[src/logic/dcp_pkg.sv]
// Purpose: Constants and types for the digitizer context packet builder
// Assumes: 32-bit packet words, one clock
// Notes:   Field positions refer to the header and indicator words

package dcp_pkg;

  // ****************************************
  // Header fields
  // ****************************************
  localparam logic [3:0]  PKT_TYPE_CTX   = 4'h4;
  localparam logic [1:0]  INT_KIND_UTC   = 2'h1;
  localparam logic [1:0]  FRAC_KIND_PS   = 2'h2;
  localparam logic        CLASS_PRESENT  = 1'b0;
  localparam logic [1:0]  HDR_RSV_VAL    = 2'h0;
  localparam logic        TS_PRECISE     = 1'b0;
  localparam int          HDR_TYPE_LSB   = 28;
  localparam int          HDR_CLASS_BIT  = 27;
  localparam int          HDR_RSV_LSB    = 25;
  localparam int          HDR_PREC_BIT   = 24;
  localparam int          HDR_IKND_LSB   = 22;
  localparam int          HDR_FKND_LSB   = 20;
  localparam int          HDR_CNT_LSB    = 16;
  localparam logic [3:0]  SEQ_RESET      = 4'h0;

  // ****************************************
  // Fixed words and sizes
  // ****************************************
  localparam logic [31:0] STREAM_ID      = 32'h0900_0002;
  localparam logic [15:0] FIXED_WORDS    = 16'h0006;
  localparam logic [15:0] BW_WORDS       = 16'h0002;
  localparam logic [15:0] FO_WORDS       = 16'h0002;
  localparam logic [15:0] RL_WORDS       = 16'h0001;

  // ****************************************
  // Indicator word bits
  // ****************************************
  localparam int          IND_CHG_BIT    = 31;
  localparam int          IND_BW_BIT     = 29;
  localparam int          IND_FO_BIT     = 26;
  localparam int          IND_RL_BIT     = 24;

  typedef enum logic [3:0] {
    ST_IDLE, ST_HDR, ST_SID, ST_SEC, ST_PS_HI, ST_PS_LO, ST_IND,
    ST_BW_HI, ST_BW_LO, ST_FO_HI, ST_FO_LO, ST_RL
  } dcp_state_t;

endpackage

[src/logic/dcp_buf.sv]
// Purpose: Two-entry buffer between packet builder and receiver
// Assumes: Source and sink on clk_i
// Notes:   Data and valid outputs are flip-flops, ready is the inverted skid flag; a sink stall loses no word

`timescale 1ns/1ps

module dcp_buf #(
  parameter int WIDTH = 33
) (
  // Clock and reset
  input  wire logic             clk_i,
  input  wire logic             rst_i,
  // Fill side
  input  wire logic [WIDTH-1:0] in_data_i,
  input  wire logic             in_valid_i,
  output logic                  in_ready_o,
  // Drain side
  output logic [WIDTH-1:0]      out_data_o,
  output logic                  out_valid_o,
  input  wire logic             out_ready_i
);

  logic [WIDTH-1:0] skid_r;
  logic             skid_v_r;

  if (WIDTH < 1)
  begin : g_chk
    $error("dcp_buf needs WIDTH of at least 1");
  end

  // Ready is just the empty skid slot, so it never waits on the sink
  assign in_ready_o = ~skid_v_r;

  always_ff @(posedge clk_i or posedge rst_i)
  begin
    if (rst_i)
    begin
      out_data_o  <= '0;
      out_valid_o <= 1'b0;
      skid_r      <= '0;
      skid_v_r    <= 1'b0;
    end
    else if (out_ready_i || !out_valid_o)
    begin
      if (skid_v_r)
      begin
        out_data_o  <= skid_r;
        out_valid_o <= 1'b1;
        skid_v_r    <= 1'b0;
      end
      else
      begin
        out_data_o  <= in_data_i;
        out_valid_o <= in_valid_i;
      end
    end
    else if (in_valid_i && !skid_v_r)
    begin
      skid_r   <= in_data_i;
      skid_v_r <= 1'b1;
    end
  end
endmodule

[src/logic/dcp_builder.sv]
// Purpose: Builds digitizer context packets on change of bandwidth, offset or level
// Assumes: Value inputs come from logic on clk_i; packets drain over valid/ready
// Notes:   A no-change report carries all three fields with the change flag clear
//
// How it works
// - Header packet type is the context packet code 0100.
// - Class identifier bit is clear and no class word is sent.
// - Two reserved header bits are zero.
// - Timestamp precision flag is zero, timestamps are precise.
// - Integer time kind is 01, seconds are UTC.
// - Fraction time kind is 10, real-time picoseconds.
// - Four-bit packet counter starts at zero, adds one per packet, wraps.
// - Length field counts every word of the packet.
// - Stream identifier word 0x9000002 follows the header.
// - Seconds word carries UTC seconds since 1970.
// - Two picosecond words carry picoseconds since the last second.
// - Indicator bits 29, 26, 24 flag bandwidth, offset, level fields.
// - One field appended per set presence bit, none for clear bits.
// - Fields follow indicator bit order, most significant first.
// - Bit 31 set on change with changed bits; clear means no change.
// - Bandwidth reports the span viewable under current decimation.
// - Bandwidth is 64-bit two's complement hertz, 20 fraction bits.
// - Frequency offset is 64-bit two's complement hertz, 20 fraction bits.
// - Reference level word has upper 16 bits zero, signed Q9.7 dBm.
// - Length field is in 32-bit words.

`timescale 1ns/1ps

module dcp_builder
  import dcp_pkg::*;
(
  // Clock and reset
  input  wire logic        clk_i,
  input  wire logic        rst_i,
  // Context values
  input  wire logic [63:0] span_bw_i,
  input  wire logic [63:0] freq_offset_i,
  input  wire logic [15:0] ref_level_i,
  // Time of day
  input  wire logic [31:0] utc_sec_i,
  input  wire logic [63:0] utc_ps_i,
  // Request for a no-change report
  input  wire logic        report_i,
  // Packet stream
  output logic [31:0]      word_o,
  output logic             valid_o,
  output logic             last_o,
  input  wire logic        ready_i,
  // Status
  output logic             busy_o,
  output logic [3:0]       seq_count_o
);

  // ****************************************
  // State
  // ****************************************
  dcp_state_t  st_r;
  logic [63:0] rep_bw_r;
  logic [63:0] rep_fo_r;
  logic [15:0] rep_rl_r;
  logic [63:0] bw_r;
  logic [63:0] fo_r;
  logic [15:0] rl_r;
  logic [31:0] sec_r;
  logic [63:0] ps_r;
  logic [31:0] ind_r;
  logic [15:0] len_r;
  logic [3:0]  seq_r;
  logic        rep_req_r;
  logic        chg_bw;
  logic        chg_fo;
  logic        chg_rl;
  logic        any_chg;
  logic        start;
  logic [31:0] ind_nxt;
  logic [31:0] word;
  logic        in_ready;
  logic        push;
  logic        last;
  dcp_state_t  st_nxt;

  // Next field after a given step, by indicator order; ST_IDLE ends the packet
  function automatic dcp_state_t next_step(dcp_state_t s, logic [31:0] ind);
    dcp_state_t n;
    n = ST_IDLE;
    unique case (s)
      ST_HDR:   n = ST_SID;
      ST_SID:   n = ST_SEC;
      ST_SEC:   n = ST_PS_HI;
      ST_PS_HI: n = ST_PS_LO;
      ST_PS_LO: n = ST_IND;
      ST_IND:   n = ind[IND_BW_BIT] ? ST_BW_HI :
                    ind[IND_FO_BIT] ? ST_FO_HI :
                    ind[IND_RL_BIT] ? ST_RL : ST_IDLE;
      ST_BW_HI: n = ST_BW_LO;
      ST_BW_LO: n = ind[IND_FO_BIT] ? ST_FO_HI :
                    ind[IND_RL_BIT] ? ST_RL : ST_IDLE;
      ST_FO_HI: n = ST_FO_LO;
      ST_FO_LO: n = ind[IND_RL_BIT] ? ST_RL : ST_IDLE;
      ST_RL:    n = ST_IDLE;
      ST_IDLE:  n = ST_IDLE;
    endcase
    return n;
  endfunction

  // ****************************************
  // Change detection
  // ****************************************
  assign chg_bw  = (span_bw_i != rep_bw_r);
  assign chg_fo  = (freq_offset_i != rep_fo_r);
  assign chg_rl  = (ref_level_i != rep_rl_r);
  assign any_chg = chg_bw | chg_fo | chg_rl;
  assign start   = (st_r == ST_IDLE) && (any_chg || rep_req_r);

  always_comb
  begin
    ind_nxt = '0;
    if (any_chg)
    begin
      ind_nxt[IND_CHG_BIT] = 1'b1;
      ind_nxt[IND_BW_BIT]  = chg_bw;
      ind_nxt[IND_FO_BIT]  = chg_fo;
      ind_nxt[IND_RL_BIT]  = chg_rl;
    end
    else
    begin
      // No change: full snapshot, change flag clear
      ind_nxt[IND_BW_BIT] = 1'b1;
      ind_nxt[IND_FO_BIT] = 1'b1;
      ind_nxt[IND_RL_BIT] = 1'b1;
    end
  end

  // Request kept until a packet starts; a new request in that cycle wins
  always_ff @(posedge clk_i or posedge rst_i)
  begin
    if (rst_i)
      rep_req_r <= 1'b0;
    else if (report_i)
      rep_req_r <= 1'b1;
    else if (start)
      rep_req_r <= 1'b0;
  end

  // ****************************************
  // Snapshot taken at packet start
  // ****************************************
  // Values are frozen so a change mid-packet waits for the next one
  always_ff @(posedge clk_i or posedge rst_i)
  begin
    if (rst_i)
    begin
      rep_bw_r <= '0;
      rep_fo_r <= '0;
      rep_rl_r <= '0;
      bw_r     <= '0;
      fo_r     <= '0;
      rl_r     <= '0;
      sec_r    <= '0;
      ps_r     <= '0;
      ind_r    <= '0;
      len_r    <= '0;
    end
    else if (start)
    begin
      rep_bw_r <= span_bw_i;
      rep_fo_r <= freq_offset_i;
      rep_rl_r <= ref_level_i;
      bw_r     <= span_bw_i;
      fo_r     <= freq_offset_i;
      rl_r     <= ref_level_i;
      sec_r    <= utc_sec_i;
      ps_r     <= utc_ps_i;
      ind_r    <= ind_nxt;
      len_r    <= FIXED_WORDS
                + (ind_nxt[IND_BW_BIT] ? BW_WORDS : 16'h0000)
                + (ind_nxt[IND_FO_BIT] ? FO_WORDS : 16'h0000)
                + (ind_nxt[IND_RL_BIT] ? RL_WORDS : 16'h0000);
    end
  end

  // ****************************************
  // Word sequencing
  // ****************************************
  assign push   = (st_r != ST_IDLE) && in_ready;
  assign st_nxt = next_step(st_r, ind_r);
  assign last   = (st_nxt == ST_IDLE);

  always_ff @(posedge clk_i or posedge rst_i)
  begin
    if (rst_i)
      st_r <= ST_IDLE;
    else if (start)
      st_r <= ST_HDR;
    else if (push)
      st_r <= st_nxt;
  end

  always_ff @(posedge clk_i or posedge rst_i)
  begin
    if (rst_i)
      seq_r <= SEQ_RESET;
    else if (push && st_r == ST_HDR)
      seq_r <= seq_r + 4'h1;
  end

  always_comb
  begin
    word = '0;
    unique case (st_r)
      ST_HDR:
      begin
        word[HDR_TYPE_LSB +: 4] = PKT_TYPE_CTX;
        word[HDR_CLASS_BIT]     = CLASS_PRESENT;
        word[HDR_RSV_LSB +: 2]  = HDR_RSV_VAL;
        word[HDR_PREC_BIT]      = TS_PRECISE;
        word[HDR_IKND_LSB +: 2] = INT_KIND_UTC;
        word[HDR_FKND_LSB +: 2] = FRAC_KIND_PS;
        word[HDR_CNT_LSB +: 4]  = seq_r;
        word[15:0]              = len_r;
      end
      ST_SID:   word = STREAM_ID;
      ST_SEC:   word = sec_r;
      ST_PS_HI: word = ps_r[63:32];
      ST_PS_LO: word = ps_r[31:0];
      ST_IND:   word = ind_r;
      ST_BW_HI: word = bw_r[63:32];
      ST_BW_LO: word = bw_r[31:0];
      ST_FO_HI: word = fo_r[63:32];
      ST_FO_LO: word = fo_r[31:0];
      ST_RL:    word = {16'h0000, rl_r};
      ST_IDLE:  word = '0;
    endcase
  end

  // ****************************************
  // Output buffer and status
  // ****************************************
  dcp_buf #(
    .WIDTH (33)
  ) u_buf (
    .clk_i       (clk_i),
    .rst_i       (rst_i),
    .in_data_i   ({last, word}),
    .in_valid_i  (st_r != ST_IDLE),
    .in_ready_o  (in_ready),
    .out_data_o  ({last_o, word_o}),
    .out_valid_o (valid_o),
    .out_ready_i (ready_i)
  );

  always_ff @(posedge clk_i or posedge rst_i)
  begin
    if (rst_i)
    begin
      busy_o      <= 1'b0;
      seq_count_o <= SEQ_RESET;
    end
    else
    begin
      busy_o      <= (st_r != ST_IDLE) || start;
      seq_count_o <= seq_r;
    end
  end

  // ****************************************
  // Checks
  // ****************************************
  logic [15:0] wcnt_r;

  always_ff @(posedge clk_i or posedge rst_i)
  begin
    if (rst_i)
      wcnt_r <= '0;
    else if (push)
      wcnt_r <= last ? 16'h0000 : wcnt_r + 16'h0001;
  end
endmodule

[config.mk]
export PLATFORM = sky130hd
export DESIGN_NAME = dcp_builder
export DESIGN_NICKNAME = d
export VERILOG_FILES = /design/src/logic/dcp_pkg.sv /design/src/logic/dcp_buf.sv /design/src/logic/dcp_builder.sv
export SDC_FILE = /design/constraint.sdc
export NUM_CORES = 1
export LEC_CHECK = 0
export ABC_CLOCK_PERIOD_IN_PS = 27900
export BUFFER_PORTS_ARGS = -buffer_cell sky130_fd_sc_hd__buf_2
export CORE_MARGIN = 8
export CORE_UTILIZATION = 60
export DETAILED_ROUTE_END_ITERATION = 12
export MAX_ROUTING_LAYER = met4
export PLACE_DENSITY = 0.9
export RECOVER_POWER = 25
export SKIP_LAST_GASP = 1
export SYNTH_ARGS = -nofsm -noshare
export SYNTH_HDL_FRONTEND = slang
export SYNTH_SLANG_ARGS = --single-unit
[constraint.sdc]
create_clock -name clk_i -period 27.9 [get_ports clk_i]
set_clock_uncertainty 0.05 [all_clocks]
set_input_delay 5.58 -clock clk_i [delete_from_list [all_inputs] [get_ports clk_i]]
set_output_delay 5.58 -clock clk_i [all_outputs]
set_load 0.02 [all_outputs]
### Word-level counts from Yosys, hierarchy flattened

Cells that the tools add are included.

| cells by class | value |
|---|---|
| $add $sub $neg | 4 |
| equal/unequal tests | 14 |
| multiplexer cells | 20 |
| bitwise gates (word level) | 4 |
| reductions and logical operators | 17 |

Operators by type and width:

| operator | count |
|---|---|
| $pmux 32 s12 | 1 |
| $ne 64x64->1 | 2 |
| $pmux 4 s11 | 1 |
| $mux 33 | 1 |
| $mux 4 | 5 |
| $eq 4x3->1 const B | 4 |
| $eq 4x4->1 const B | 4 |
| $ne 16x16->1 | 1 |
| $mux 1 | 10 |
| $eq 4x2->1 const B | 2 |
| $logic_not 4->1 | 2 |
| $add 5x1->6 | 1 |
| $reduce_bool 2->1 | 3 |
| $add 4x2->5 | 1 |
| $add 3x2->4 const A | 1 |
| $add 4x1->4 const B | 1 |
| $eq 4x1->1 const B | 1 |
| $logic_and 1x1->1 | 4 |
| $mux 2 | 2 |
| $reduce_bool 4->1 | 1 |
| $logic_or 1x1->1 | 3 |
| $logic_not 1->1 | 2 |
| $not 1->1 | 2 |
| $or 1x1->1 | 2 |
| 2 further kinds | 2 |

| word-level totals | value |
|---|---|
| register bits after elaboration | 342 |
| output and inout port bits | 39 |
| logic and storage cells | 75 |

### Depth between registers and ports, before layout

| depth | value |
|---|---|
| depth in word-level cells | 8 |
| depth in mapped cells | 9 |

### Cells and area by module

A second synthesis with hierarchy kept.

| second synthesis, totals | value |
|---|---|
| cells, all modules | 1,191 |
| area, all modules | 15,989.1 µm² |

By module, submodules not included:

| module | times used | cells an instance | area each (µm²) | seq. area each (µm²) |
|---|---|---|---|---|
| dcp_builder | 1 | 1,005 | 12,892.4 | 6,531.3 |
| dcp_buf | 1 | 186 | 3,096.7 | 1,701.6 |

### Worst setup path after synthesis

OpenSTA, ideal clock, no wires.

| path | value |
|---|---|
| kind | in2reg |
| start point | in freq_offset_i[32] |
| end point | reg ps_r[18] |
| setup time | 0.128 ns |
| arrival | 7.439 ns |
| path slack | 20.284 ns |
| stages | 8 |
| path buffers | 2 |
| cells stage by stage | xor2_1 nor4_1 nand4_1 nor4_4 a31oi_1 buf_2 buf_2 mux2_1 |

| on the way | value |
|---|---|
| cells in the longest elaborated chain, start to end | 5 |

RTL lines:

| item | RTL line | RTL |
|---|---|---|
| from (decl) | dcp_builder.sv:37 | `input wire logic [63:0] freq_offset_i,` |
| $ne 64x64->1 | dcp_builder.sv:110 | `assign chg_fo = (freq_offset_i != rep_fo_r);` |
| $or 1x1->1 (2 in a row) | dcp_builder.sv:112 | `assign any_chg = chg_bw \| chg_fo \| chg_rl;` |
| $logic_or 1x1->1 | dcp_builder.sv:113 | `assign start = (st_r == ST_IDLE) && (any_chg \|\| rep_req_r);` |
| $logic_and 1x1->1 | dcp_builder.sv:113 |  |
| to (signal assigned) | dcp_builder.sv:173 | `ps_r <= utc_ps_i;` |
| to (decl) | dcp_builder.sv:65 | `logic [63:0] ps_r;` |

Every way passes these cells.
A chain may end at the register's enable or synchronous reset.

==> flow_metrics.env <==
export IMPL_status="finished, violations left"
export IMPL_violations="max-capacitance violations, max-slew violations"
export IMPL_dp_hpwl_microns=35400
export IMPL_muxShareOfSynthArea_pct=21.5
export IMPL_gp_congestion=0.920
export IMPL_cp_data_arrival_time_ps=9190
export IMPL_syn_inst=1248
export IMPL_clockRootBuffer="clkbuf_16"
export IMPL_grt_util_met3_pct=7.64
export IMPL_drtAntennaViolNets=0
export IMPL_crit_path_end_kind="asynchronous set/reset pin"
export IMPL_wl_microns=49300
export IMPL_rsz0062_at_grt="no"
export IMPL_grt_use_met1_pct=39.3
export IMPL_drc=0
export IMPL_grt_antenna_before_repair=22
export IMPL_io_buffers=282
export IMPL_synthTopCellsByCount="dfrtp_1 (329), mux2_1 (213), xor2_1 (129), a22oi_1 (91), mux2_2 (60)"
export IMPL_synth_cell_type_count=50
export IMPL_final_nets=1756
export IMPL_yosysMostFrequentCell="dfrtp_1"
export IMPL_met2_usage_pct=48.9
export IMPL_synth_top_family_by_area="multiplexers"
export IMPL_yosys_area_top_type="dfrtp_1"
export IMPL_path_delay_family="buffers and inverters"
export IMPL_synth_simple_area_share_pct=6.82
export IMPL_core_sq_um=25800
export IMPL_synthXorXnorAreaFrac_pct=8.21
export IMPL_path_cells="buf_2 -> clkinvlp_2"
export IMPL_yosysWarnings=0
export IMPL_min_path_type="flip-flop to flip-flop"
export IMPL_routedWlPerCell_microns=26.0
export IMPL_ys_ff_latch=329
export IMPL_initial_utilization_pct=60.7
export IMPL_grt_pass1_vias=12400
export IMPL_yosys_most_used_dff="dfrtp_1"
export IMPL_fp_dieArea_sq_um=31600
export IMPL_max_cap_viol_count=2
export IMPL_die_h_microns=178
export IMPL_grt_pass1_wl_microns=73800
export IMPL_insertion_delay_ps=520
export IMPL_hold_viol_final=0
export IMPL_area_growth_pct=18.9
export IMPL_fillers=1763
export IMPL_cp_max_fo=141
export IMPL_grt_max_degree=190
export IMPL_grt_util_all_layers_pct=31.9
export IMPL_yosysSeqAreaShare_pct=52.5
export IMPL_cp_slowest_stage_delay_ps=3410
export IMPL_top_usage_layer="met2"
export IMPL_postSynth_asyncResetShare_pct=100
export IMPL_timing_final_crit_share_pct=36.4
export IMPL_synth_top_cell_area_share_pct=52.5
export IMPL_synth_adder_area_share_pct=0.239
export IMPL_critPathRequiredTime_ps=26930
export IMPL_fin_crit_ps=10160
export IMPL_cp_num_buf_inv=2
export IMPL_slowest_stage="clkinvlp_2"
export IMPL_drive_above_1_share_pct=27.6
export IMPL_first_iter_violations=1256
export IMPL_ios=283
export IMPL_synth_compound_area_share_pct=8.44
export IMPL_die_w_microns=178
export IMPL_cts_buffers=36
export IMPL_avgSynthCellArea_sq_um=12.6
export IMPL_ff2ff_setup_slack_ps=23430
export IMPL_finalSetupViolCount=0
export IMPL_cts_sinks=329
export IMPL_max_freq_mhz=98.5
export IMPL_syn_num_nets=1495
export IMPL_fin_tns_setup_ps=0
export IMPL_vias=11900
export IMPL_tightest_slew_ps=6240
export IMPL_rows=59
export IMPL_vias_per_cell=6.29
export IMPL_cts_setup_buffers=0
export IMPL_power_leakage_nw=8.28
export IMPL_setup_worst_path_start_class="input pin"
export IMPL_synth_edf_count=0
export IMPL_cts_hold_buffers=0
export IMPL_synth_area_leaders="dfrtp_1 (53%), mux2_1 (15%), xor2_1 (7.2%)"
export IMPL_grt_overflow=0
export IMPL_crit_type="input pin to asynchronous set/reset pin"
export IMPL_clk_path_buf_depth=3
export IMPL_power_density_nw_per_um2=118
export IMPL_syn_area_sq_um=15700
export IMPL_ctsResizeCount=0
export IMPL_cts_tree="built"
export IMPL_clk_pin_slew_ps=60
export IMPL_dpl_worst_slack_ps=18490
export IMPL_setup_ws_ps=17740
export IMPL_max_slew_margin_pct=-318
export IMPL_ir_drop_v=0.0000678
export IMPL_h_tree_depth=2
export IMPL_maxSlewViolCount=212
export IMPL_drt_pass1_iterations=6
-- cell usage in the layout, fill, tap and decap left out, types with 4 or more instances in the layout --
cell type,Yosys,routed
a21o_1,6,6
a21oi_1,44,44
a221oi_1,8,8
a222oi_1,8,8
a22o_1,4,4
a22oi_1,91,91
buf_2,29,282
buf_4,0,15
clkbuf_1,42,12
clkbuf_16,0,37
clkbuf_8,0,5
clkinv_2,0,5
dfrtp_1,329,328
diode_2,0,27
inv_1,8,7
mux2_1,213,213
mux2_2,60,60
mux2i_1,30,30
nand2_1,29,29
nand2b_1,7,6
nand3_1,11,11
nand4_1,31,31
nor2_1,49,49
nor2b_1,5,5
nor3_1,7,6
nor4_1,33,33
nor4bb_4,0,4
o21ai_0,5,5
o31ai_1,5,5
xnor2_1,18,18
xor2_1,129,129
-- registers in the layout, indices dropped and copies added (netlist names), 3 cells and up --
register	count
ps_r	64
u_buf.skid_r	33
u_buf.out_data_o	33
st_r	4
sec_r	32
rl_r	16
seq_r	4
fo_r	64
len_r	3
bw_r	64
ind_r	4
seq_count_o	4
-- final cells by class --
| cell class | instances | area (sq um) | area share (%) |
|---|---|---|---|
| Antenna cell | 27 | 67.6 | 0.362 |
| Clock buffer | 52 | 1030 | 5.54 |
| Clock inverter | 9 | 123 | 0.658 |
| Inverter | 8 | 31.3 | 0.168 |
| Multi-Input combinational cell | 834 | 7190 | 38.6 |
| Sequential cell | 329 | 8230 | 44.2 |
| Tap cell | 335 | 419 | 2.25 |
| Timing Repair Buffer | 300 | 1550 | 8.32 |
-- kinds of logic (layout without fill, tap and decap cells) --
kind of cell | Yosys count | count (layout)
simple gates | 194 | 194
other cells | 0 | 27
xor+xnor | 147 | 147
compound gates | 187 | 187
buf+inv | 85 | 369
mux | 303 | 303
fa+ha+maj | 3 | 3
flops | 329 | 329
-- path summary, 6_finish.rpt --
| check | from | depth (start not counted) | to |
|---|---|---|---|
| max reg2reg | st_r[2] | 6 | bw_r[32] |
| min reg2reg | seq_r[3] | 0 | seq_count_o[3] |
| max in group clk_i | ready_i | 6 | u_buf.skid_r[11] |
| min in group asynchronous | rst_i | 2 | sec_r[18] |
| max | rst_i | 2 | u_buf.skid_v_r |
| min | seq_r[3] | 0 | seq_count_o[3] |
-- through the flow --
step	hold slack (ps)	utilization, %	area (sq um)	power [mW]	std cells
final	423	72.2	18600	2.20	1894
after global routing	429	72.1	18600	2.31	1889
after CTS	421	71.9	18600	2.19	1866
after detailed placement	406	67.5	17400	1.71	1805
after global placement	384	67.5	17400	1.66	1805
after floorplan	344	-	15700	1.42	1248
-- routing by layer --
| metal | vias to the layer above | wire, microns |
|---|---|---|
| li1 | 5145 | - |
| met1 | 5992 | 19100 |
| met2 | 642 | 23300 |
| met3 | 128 | 4520 |
| met4 | 0 | 2420 |
| met5 | - | 0 |
-- where the power goes --
part	switching, mW	total (mW)	internal (mW)	leakage (nW)
Sequential	0.212	0.929	0.716	3.86
Clock	0.190	0.474	0.284	0.566
Combinational	0.432	0.800	0.368	3.86
Total	0.834	2.20	1.37	8.28
Note: power is estimated with default switching activity, not from simulation.
